===== config.mk =====
export PLATFORM = sky130hd
export DESIGN_NAME = cap_key_scan
export DESIGN_NICKNAME = d
export VERILOG_FILES = /design/src/rtl/cap_key_pkg.sv /design/src/rtl/cap_key_scan.sv
export VERILOG_INCLUDE_DIRS = /design/src /design/src/rtl
export SDC_FILE = /design/constraint.sdc
export NUM_CORES = 1
export LEC_CHECK = 0
export BUFFER_PORTS_ARGS = -buffer_cell sky130_fd_sc_hd__buf_2
export CAP_MARGIN = 20
export CORE_ASPECT_RATIO = 1.25
export CORE_MARGIN = 2
export CORE_UTILIZATION = 40
export DETAILED_ROUTE_END_ITERATION = 7
export SLEW_MARGIN = 5
export SYNTH_ARGS = -nofsm -noshare
export SYNTH_HDL_FRONTEND = slang
export SYNTH_SLANG_ARGS = --single-unit

===== constraint.sdc =====
create_clock -name sys_clk_in -period 3.36 [get_ports sys_clk_in]
set_input_delay 0.336 -clock sys_clk_in [delete_from_list [all_inputs] [get_ports sys_clk_in]]
set_output_delay 0.336 -clock sys_clk_in [all_outputs]
set_load 0.03 [all_outputs]

===== src/rtl/cap_key_params.svh =====
/*
  Constants of the capacitive key scan controller: register offsets,
  field positions, reset values and timing counts.
  Assumes inclusion by the scan controller and its bench only.
*/
`ifndef CAP_KEY_PARAMS_SVH
`define CAP_KEY_PARAMS_SVH

// ==========================================================
// Register offsets (5-bit register index on the plain port)
`define OFS_CTRL_ZERO 5'h00
`define OFS_CAL_LO 5'h01
`define OFS_CAL_HI 5'h02
`define OFS_MUX_SEL 5'h03
`define OFS_CTRL_ONE 5'h04
`define OFS_PRESET 5'h08
`define OFS_COUNT 5'h10

// ==========================================================
// Field positions
`define C0_FLAG_BIT 7
`define C0_IRQ_BIT 6
`define C0_START_BIT 5
`define C0_SHARED_BIT 2
`define C1_TSS_BIT 7
`define C1_ROEN_BIT 5
`define C1_KOEN_BIT 4
`define C1_WR_MASK 8'hBF

// ==========================================================
// Reset values
`define RST_REG8 8'h00
`define RST_CNT16 16'h0000
`define RST_SLOT5 5'h00

// ==========================================================
// Timing counts
`define SYS_DIV_TOP 2'h3
`define TMR_TOP 8'hFF
`define SLOT_TOP 5'h1F

`endif


===== src/rtl/cap_key_pkg.sv =====
/*
  Types of the capacitive key scan controller.
  Assumes nothing beyond a SystemVerilog compiler.
*/
package cap_key_pkg;

  // ==========================================================
  // Scan sequencing states
  typedef enum logic [2:0]
  {
    ST_IDLE = 3'h1,
    ST_RUN = 3'h2,
    ST_DONE = 3'h4
  } scan_state_t;

endpackage


===== src/rtl/cap_key_scan.sv =====
/*
  Capacitive key scan controller: per-module key enables, oscillator
  run controls, 8+5 bit time slot counters, sense counters, shared
  start and the scan interrupt flag.
  Assumes oscillators and pads outside, with oscillator outputs
  arriving asynchronously, and a plain register port on sys_clk_in.
*/
`timescale 1ns/1ps
`include "cap_key_params.svh"

// Summary of operation
// - Slot clock select bit 7: 0 picks reference oscillator, 1 picks system clock/4.
// - Reference oscillator runs only while its enable bit 5 is set.
// - Key sense oscillators run only while their enable bit 4 is set.
// - Key enable bits 0..3 hand each key pin to touch sensing.
// - Bit 6 reads zero; all implemented bits reset to zero.
// - Keys grouped four per module, keys 1-4 in module 0 onward.
// - Each key has its own sense oscillator; modules are identical.
// - Fixed measurement period comes from dividing the slot clock.
// - Sense oscillator cycles counted in the period form the result.
// - End of the fixed period raises the scan interrupt request.
// - Shared slot select lets module 0 counter govern every module.
// - One shared start bit launches all modules together.
// - Start low clears sense, 16-bit and 5-bit counters, not 8-bit one.
// - Start rising edge switches all counters on in every module.
// - 5-bit slot overflow of module 0 (shared) or of all enabled modules stops all oscillators and counters.
// - The 8+5 bit slot counter runs from reference osc or clock/4.
// - Interrupt on module 0 or all enabled modules overflowing.
// - Start syncs oscillators; slot flag stays high until overflow.
// - Overflow sets interrupt flag; software may only clear it.
// - Shared select 0: own slot counters; 1: module 0 counter.
module cap_key_scan
  import cap_key_pkg::*;
#(
  parameter int N_MOD = 4
)
(
  input wire logic sys_clk_in,
  input wire logic rst_n_in,
  input wire logic [4:0] addr_in,
  input wire logic [7:0] wr_data_in,
  input wire logic wr_en_in,
  input wire logic rd_en_in,
  input wire logic [N_MOD*4-1:0] sense_osc_in,
  input wire logic [N_MOD-1:0] ref_osc_in,
  output logic [7:0] rd_data_out,
  output logic scan_irq_out,
  output logic [N_MOD-1:0] ref_osc_run_out,
  output logic [N_MOD*4-1:0] sense_osc_run_out,
  output logic [N_MOD*4-1:0] key_touch_sel_out
);

  // ==========================================================
  // Declarations
  logic [7:0] ctrl_one_ff [N_MOD];
  logic [7:0] nxt_ctrl_one [N_MOD];
  logic [7:0] preset_ff [N_MOD];
  logic [7:0] nxt_preset [N_MOD];
  logic [7:0] mux_sel_ff;
  logic [7:0] nxt_mux_sel;
  logic start_ff;
  logic nxt_start;
  logic start_d_ff;
  logic shared_ff;
  logic nxt_shared;
  logic irq_ff;
  logic nxt_irq;
  scan_state_t state_ff;
  scan_state_t nxt_state;
  logic [15:0] cal_ff;
  logic [15:0] nxt_cal;
  logic [1:0] div_ff;
  logic [1:0] nxt_div;
  logic [7:0] nxt_rd_data;
  logic [N_MOD-1:0] nxt_ref_run;
  logic [N_MOD*4-1:0] nxt_sense_run;
  logic [N_MOD*4-1:0] nxt_key_sel;
  logic start_rise;
  logic running;
  logic div_tick;
  logic sel_done;
  logic done_evt;
  logic [N_MOD-1:0] done_w;
  logic [N_MOD-1:0] active_w;
  wire [N_MOD-1:0][15:0] cnt_w;
  logic [1:0] mod_idx;

  assign mod_idx = addr_in[1:0];
  assign start_rise = start_ff & ~start_d_ff;
  assign running = (state_ff == ST_RUN);
  assign div_tick = (div_ff == `SYS_DIV_TOP);
  assign sel_done = shared_ff ? done_w[0] : &(done_w | ~active_w);
  assign done_evt = running & start_ff & sel_done;

  // ==========================================================
  // Register file
  always_comb
  begin
    nxt_ctrl_one = ctrl_one_ff;
    nxt_preset = preset_ff;
    nxt_mux_sel = mux_sel_ff;
    nxt_start = start_ff;
    nxt_shared = shared_ff;
    nxt_irq = irq_ff;
    if (wr_en_in)
    begin
      if (addr_in == `OFS_CTRL_ZERO)
      begin
        nxt_start = wr_data_in[`C0_START_BIT];
        nxt_shared = wr_data_in[`C0_SHARED_BIT];
        if (!wr_data_in[`C0_IRQ_BIT])
        begin
          nxt_irq = 1'b0;
        end
      end
      else if (addr_in == `OFS_MUX_SEL)
      begin
        nxt_mux_sel = wr_data_in;
      end
      else if (addr_in[4:2] == 3'(`OFS_CTRL_ONE >> 2) && 32'(mod_idx) < N_MOD)
      begin
        nxt_ctrl_one[mod_idx] = wr_data_in & `C1_WR_MASK;
      end
      else if (addr_in[4:2] == 3'(`OFS_PRESET >> 2) && 32'(mod_idx) < N_MOD)
      begin
        nxt_preset[mod_idx] = wr_data_in;
      end
    end
    if (done_evt)
    begin
      nxt_irq = 1'b1;
    end
  end

  always_ff @(posedge sys_clk_in or negedge rst_n_in)
  begin
    if (!rst_n_in)
    begin
      for (int i = 0; i < N_MOD; i++)
      begin
        ctrl_one_ff[i] <= `RST_REG8;
        preset_ff[i] <= `RST_REG8;
      end
      mux_sel_ff <= `RST_REG8;
      start_ff <= 1'b0;
      shared_ff <= 1'b0;
      irq_ff <= 1'b0;
    end
    else
    begin
      ctrl_one_ff <= nxt_ctrl_one;
      preset_ff <= nxt_preset;
      mux_sel_ff <= nxt_mux_sel;
      start_ff <= nxt_start;
      shared_ff <= nxt_shared;
      irq_ff <= nxt_irq;
    end
  end

  // ==========================================================
  // Scan sequencing
  always_comb
  begin
    nxt_state = state_ff;
    nxt_cal = cal_ff;
    nxt_div = div_ff + 2'h1;
    unique case (state_ff)
      ST_IDLE:
      begin
        if (start_rise)
        begin
          nxt_state = ST_RUN;
        end
      end
      ST_RUN:
      begin
        if (!start_ff)
        begin
          nxt_state = ST_IDLE;
        end
        else if (sel_done)
        begin
          nxt_state = ST_DONE;
        end
        else
        begin
          nxt_cal = cal_ff + 16'h0001;
        end
      end
      ST_DONE:
      begin
        if (!start_ff)
        begin
          nxt_state = ST_IDLE;
        end
      end
      default:
      begin
        nxt_state = ST_IDLE;
      end
    endcase
    if (!start_ff)
    begin
      nxt_cal = `RST_CNT16;
    end
  end

  always_ff @(posedge sys_clk_in or negedge rst_n_in)
  begin
    if (!rst_n_in)
    begin
      state_ff <= ST_IDLE;
      start_d_ff <= 1'b0;
      cal_ff <= `RST_CNT16;
      div_ff <= 2'h0;
    end
    else
    begin
      state_ff <= nxt_state;
      start_d_ff <= start_ff;
      cal_ff <= nxt_cal;
      div_ff <= nxt_div;
    end
  end

  // ==========================================================
  // Per-module oscillator sampling and counters
  for (genvar m = 0; m < N_MOD; m++)
  begin : g_mod
    logic [3:0] key_en;
    logic [1:0] sel;
    logic ref_s1_ff;
    logic ref_s2_ff;
    logic ref_s3_ff;
    logic [3:0] key_s1_ff;
    logic [3:0] key_s2_ff;
    logic [3:0] key_s3_ff;
    logic ref_edge;
    logic sense_edge;
    logic tick;
    logic [7:0] tmr_ff;
    logic [7:0] nxt_tmr;
    logic [4:0] slot_ff;
    logic [4:0] nxt_slot;
    logic done_ff;
    logic nxt_done;
    logic [15:0] cnt_ff;
    logic [15:0] nxt_cnt;

    assign key_en = ctrl_one_ff[m][3:0];
    assign sel = mux_sel_ff[2*m +: 2];
    assign ref_edge = ref_s2_ff & ~ref_s3_ff & ctrl_one_ff[m][`C1_ROEN_BIT];
    assign sense_edge = key_s2_ff[sel] & ~key_s3_ff[sel] & key_en[sel]
      & ctrl_one_ff[m][`C1_KOEN_BIT];
    assign tick = ctrl_one_ff[m][`C1_TSS_BIT] ? div_tick : ref_edge;
    assign done_w[m] = done_ff;
    assign active_w[m] = |key_en;
    assign cnt_w[m] = cnt_ff;

    always_comb
    begin
      nxt_tmr = tmr_ff;
      nxt_slot = slot_ff;
      nxt_done = done_ff;
      nxt_cnt = cnt_ff;
      if (!start_ff)
      begin
        nxt_slot = `RST_SLOT5;
        nxt_done = 1'b0;
        nxt_cnt = `RST_CNT16;
      end
      else if (start_rise)
      begin
        nxt_tmr = preset_ff[m];
      end
      else if (running && !done_ff)
      begin
        if (sense_edge)
        begin
          nxt_cnt = cnt_ff + 16'h0001;
        end
        if (tick)
        begin
          if (tmr_ff == `TMR_TOP)
          begin
            nxt_tmr = preset_ff[m];
            nxt_slot = slot_ff + 5'h01;
            if (slot_ff == `SLOT_TOP)
            begin
              nxt_done = 1'b1;
            end
          end
          else
          begin
            nxt_tmr = tmr_ff + 8'h01;
          end
        end
      end
    end

    always_ff @(posedge sys_clk_in or negedge rst_n_in)
    begin
      if (!rst_n_in)
      begin
        ref_s1_ff <= 1'b0;
        ref_s2_ff <= 1'b0;
        ref_s3_ff <= 1'b0;
        key_s1_ff <= 4'h0;
        key_s2_ff <= 4'h0;
        key_s3_ff <= 4'h0;
        tmr_ff <= `RST_REG8;
        slot_ff <= `RST_SLOT5;
        done_ff <= 1'b0;
        cnt_ff <= `RST_CNT16;
      end
      else
      begin
        ref_s1_ff <= ref_osc_in[m];
        ref_s2_ff <= ref_s1_ff;
        ref_s3_ff <= ref_s2_ff;
        key_s1_ff <= sense_osc_in[4*m +: 4];
        key_s2_ff <= key_s1_ff;
        key_s3_ff <= key_s2_ff;
        tmr_ff <= nxt_tmr;
        slot_ff <= nxt_slot;
        done_ff <= nxt_done;
        cnt_ff <= nxt_cnt;
      end
    end

    assign nxt_ref_run[m] = running & ctrl_one_ff[m][`C1_ROEN_BIT];
    assign nxt_sense_run[4*m +: 4] = {4{running & ctrl_one_ff[m][`C1_KOEN_BIT]}} & key_en;
    assign nxt_key_sel[4*m +: 4] = key_en;
  end

  // ==========================================================
  // Read path
  always_comb
  begin
    nxt_rd_data = 8'h00;
    if (rd_en_in)
    begin
      if (addr_in == `OFS_CTRL_ZERO)
      begin
        nxt_rd_data[`C0_FLAG_BIT] = running;
        nxt_rd_data[`C0_IRQ_BIT] = irq_ff;
        nxt_rd_data[`C0_START_BIT] = start_ff;
        nxt_rd_data[`C0_SHARED_BIT] = shared_ff;
      end
      else if (addr_in == `OFS_CAL_LO)
      begin
        nxt_rd_data = cal_ff[7:0];
      end
      else if (addr_in == `OFS_CAL_HI)
      begin
        nxt_rd_data = cal_ff[15:8];
      end
      else if (addr_in == `OFS_MUX_SEL)
      begin
        nxt_rd_data = mux_sel_ff;
      end
      else if (addr_in[4:2] == 3'(`OFS_CTRL_ONE >> 2) && 32'(mod_idx) < N_MOD)
      begin
        nxt_rd_data = ctrl_one_ff[mod_idx];
      end
      else if (addr_in[4:2] == 3'(`OFS_PRESET >> 2) && 32'(mod_idx) < N_MOD)
      begin
        nxt_rd_data = preset_ff[mod_idx];
      end
      else if (addr_in[4] && 32'(addr_in[3:1]) < N_MOD)
      begin
        nxt_rd_data = addr_in[0] ? cnt_w[addr_in[3:1]][15:8] : cnt_w[addr_in[3:1]][7:0];
      end
    end
  end

  // ==========================================================
  // Registered outputs
  always_ff @(posedge sys_clk_in or negedge rst_n_in)
  begin
    if (!rst_n_in)
    begin
      rd_data_out <= 8'h00;
      scan_irq_out <= 1'b0;
      ref_osc_run_out <= '0;
      sense_osc_run_out <= '0;
      key_touch_sel_out <= '0;
    end
    else
    begin
      rd_data_out <= nxt_rd_data;
      scan_irq_out <= nxt_irq;
      ref_osc_run_out <= nxt_ref_run;
      sense_osc_run_out <= nxt_sense_run;
      key_touch_sel_out <= nxt_key_sel;
    end
  end

endmodule


==> summary.txt <==
Setup path
  • Required @ worst endpoint: 3.80 ns
  • Cell-by-cell trace of the critical path: and4bb_1, nand3_1, or3_1, or4_1, a21oi_1
  • RR Startpoint: state_ff[2]
  • Worst setup path class: reg -> reg
  • Slowest CP cell: or3_1
  • WP buf/inv: 0
  • Crit-path max FO: 15
  • Crit path DAT: approximately 3.1 ns
  • Reg2reg setup slack: 0.72 ns
  • Max incr delay on CP: 0.61 ns
  • Reg2reg end: g_mod[1].cnt_ff[9]
  • Startpoint types: flop
  • CP endpoint kind: flop
  • Worst r2r path cells: 5
  • Crit path max-delay family: simple AND/OR/NAND/NOR gates

Placement
  • Port bufs: 81
  • GPL Wtd Cong: 0.889
  • Hpwl dp: 29300 µm
  • Dpl cells: 1866

Power
  • Cell Pwr Density: 586 nW/µm²
  • Lkg Pwr: between 0.007 and 0.008 µW
  • Peak supply drop: 0.397 mV
  • Power Total: between 10000 and 15000 µW

Drt
  • 1st-iter DRT viols: about 820
  • Post-DR wirelength/cell: 21.2 µm
  • Detailed Route WL: between 40000 and 50000 µm
  • Via density per instance: between 5 and 6
  • Vias: 11308
  • DRC viols: 0
  • ANT nets after route: 0
  • First-pass iteration count of the detailed router: 6

Timing
  • RSZ-0062 raised after global routing: false
  • Slew headroom: 0.296
  • Clock period minus worst slack: approximately 2.6 ns
  • Final Setup Violations: 0
  • Final count of hold timing violations: 0
  • Worst-margin pin slew: between 1 and 1.5 ns
  • TNS Setup: 0 ns
  • Slew Limit Fails: 0
  • Worst Skew: 0.0159 ns
  • Fin crit share: 0.785
  • Top achievable clock speed: between 0.3 and 0.4 GHz

Yosys
  • Most used flip-flop cell after synthesis: dfrtp_1
  • FFs w/ async S/R, synth: 1.00
  • Synth area leaders: dfrtp_1, mux2_2, mux4_2
  • Top-count cell post-synth: dfrtp_1
  • Post-Syn Instances: 1345
  • Post-synth EDFFs: 0
  • Syn Nets: between 1000 and 1500
  • Post-Syn Area: roughly 15000 µm²
  • Post-synth cell types: 72
  • Mapped Avg Cell Area: 11.0 µm²
  • Share of the synthesized area in the top cell type: 0.533
  • Yosys top cell by area: dfrtp_1
  • Syn. warnings: 0
  • Top cells by count, synth: dfrtp_1, nand2_1, a21oi_1
  • Sequential-to-total area share from yosys stat: 0.534
  • Register bit total from synthesis: 317

Die
  • Io pins: 82
  • Starting density of the core: 0.408
  • Die W: between 150 and 200 µm
  • Full die area: 38700 µm²
  • # rows: 78
  • Die height: 219 µm
  • Core ar.: around 36000 µm²

CTS
  • CTS tree: built
  • Gates resized, CTS repair: 0
  • CTS root buf: clkbuf_16
  • CTS H-tree lvls: 2
  • Postcts setup bufs: 0
  • Clk sinks: 317
  • Clock Pin Slew Worst Setup and Hold Paths: 0.06 ns
  • Number of buffers created by CTS: 35
  • Clk Latency, worst-skew pair: ~0.53 ns
  • Clk buf depth: 3

Worst hold path
  • Hold Path Class: in -> reg
  • Hold depth: 3
  • Min-Delay Endpoint: rd_data_out[6]
  • Hold path start: rd_en_in

GRT
  • Gr usage total: 0.219
  • Largest net degree at the start of global routing: between 90 and 100
  • GRT Residual Overflow: 0
  • Global-route wire length before repair: 65500 µm
  • Initial antenna violation count: 2
  • Vias in the first global route: approximately 11000

Cells and area
  • Fillcell total: 3331
  • Fin cells: 1952
  • Area Growth Syn to Fin: 15.9%
  • Share of layout cells above drive strength 1: 0.185
  • Nets: 1500

Run
  • Maximum capacitance violations: 0

Outcome
  • Status: finished, final reports clean
==> worst register-to-register path: cells and delay by family, from the launching register on <==
kind            cells  cell delay (ns)
simple gates        4             1.94
compound gates      1             0.16
flops               1             0.45
==> layer usage <==
metal,part of all wire,vias to the layer above,wire length [µm],GRT usage
met2,0.51,302,20900,0.380
met3,0.047,88,1950,0.0307
met1,0.41,5735,17100,0.279
met5,0,-,0,0
li1,-,5183,-,-
met4,0.035,0,1450,0.0818
==> layout by cell type, fill, tap and decap left out, types with 6 or more instances in the layout <==
master         Yosys  routed
a211oi_1           9       9
nand3_1           55      55
nor3b_1           17      16
o31ai_1           18      18
o21a_1             6       6
dfrtp_1          316     316
clkbuf_1          44       8
o22ai_1            7       7
nand4_1           27      27
clkbuf_8           0       7
buf_4              1      19
nand2b_1          13      13
nor2_1            79      79
a31oi_1           11      11
and3_1            40      40
or3_1             29      29
nor3_1            16      16
mux2_2            72      72
mux4_2            28      28
xor2_1             9       9
nor4_1            25      25
inv_1             27      27
or4_1             14      14
o21ai_0           70      70
nor2b_1            8       8
clkbuf_16          0      35
a21oi_1           82      82
and2_1            11      11
nand3b_1          14      14
nand2_1          115     115
dlygate4sd3_1      0      21
mux2i_1           27      27
xnor2_1           26      26
ha_1              18      18
buf_2              9      81
==> registers in the layout (all words and copies together), names as in the netlist <==
signal,cells
ctrl_one_ff,28
g_mod.cnt_ff,64
g_mod.ref_s2_ff,4
g_mod.done_ff,4
key_touch_sel_out,16
rd_data_out,8
g_mod.slot_ff,20
g_mod.tmr_ff,32
ref_osc_run_out,4
state_ff,3
shared_ff,1
start_ff,1
div_ff,2
g_mod.key_s3_ff,16
sense_osc_run_out,16
preset_ff,32
g_mod.ref_s3_ff,4
g_mod.key_s2_ff,16
cal_ff,16
g_mod.key_s1_ff,16
g_mod.ref_s1_ff,4
start_d_ff,1
scan_irq_out,1
mux_sel_ff,8
==> kinds of logic after synthesis <==
logic type,synth area share
buffers and inverters,0.0238
DFF,0.534
AOI/OAI and AO/OA,0.106
muxes,0.115
adders and majority gates,0.0152
xor gates and xnor gates,0.0207
and+or+nand+nor,0.185
==> timing repair <==
item                       CTS  global route
hold buffers                21             0
hold endpoints to repair    65             0
setup endpoints to repair    0             0
==> cell type report <==
| cell class | count | area [µm²] | share of cell area |
|---|---|---|---|
| Multi-Input combinational cell | 938 | 6560 | 0.381 |
| Sequential cell | 317 | 7930 | 0.461 |
| Antenna cell | 3 | 7.51 | 0.000436 |
| Clock buffer | 50 | 1000 | 0.0583 |
| Tap cell | 480 | 601 | 0.0349 |
| Inverter | 28 | 105 | 0.00611 |
| Clock inverter | 11 | 160 | 0.00931 |
| Timing Repair Buffer | 125 | 833 | 0.0484 |
==> through the flow <==
step / setup slack, ns / area (µm²) / util / hold WS, ns
after floorplan: 1.14 / 14800 / - / 0.0404
after global placement: 0.765 / 15800 / 0.435 / 0.284
after detailed placement: 0.770 / 15800 / 0.435 / 0.285
after CTS: 0.756 / 17200 / 0.472 / 0.139
after global routing: 0.552 / 17200 / 0.472 / 0.174
final: 0.724 / 17200 / 0.473 / 0.178
==> worst max-delay path by stage <==
stage,slack [ns],to,startpoint,depth (start not counted)
2_1_floorplan,1.14,cal_ff[1],ctrl_one_ff[3],7
3_3_place_gp,0.77,g_mod[1].cnt_ff[9],start_d_ff,5
3_5_place_dp,0.77,g_mod[1].cnt_ff[9],start_d_ff,5
4_1_cts,0.76,g_mod[1].cnt_ff[9],state_ff[2],5
5_1_grt,0.55,cal_ff[7],ctrl_one_ff[3],5
6_report,0.72,g_mod[1].cnt_ff[9],state_ff[2],5
==> report_power, final <==
part / leakage [µW] / switching [µW] / internal, µW
combinational: 0.00259 / 854 / 597
clock: 0.000559 / 1550 / 2320
sequential: 0.00413 / 511 / 4250
total: 0.00728 / 2920 / 7160
(Power assumes the default switching activity.)
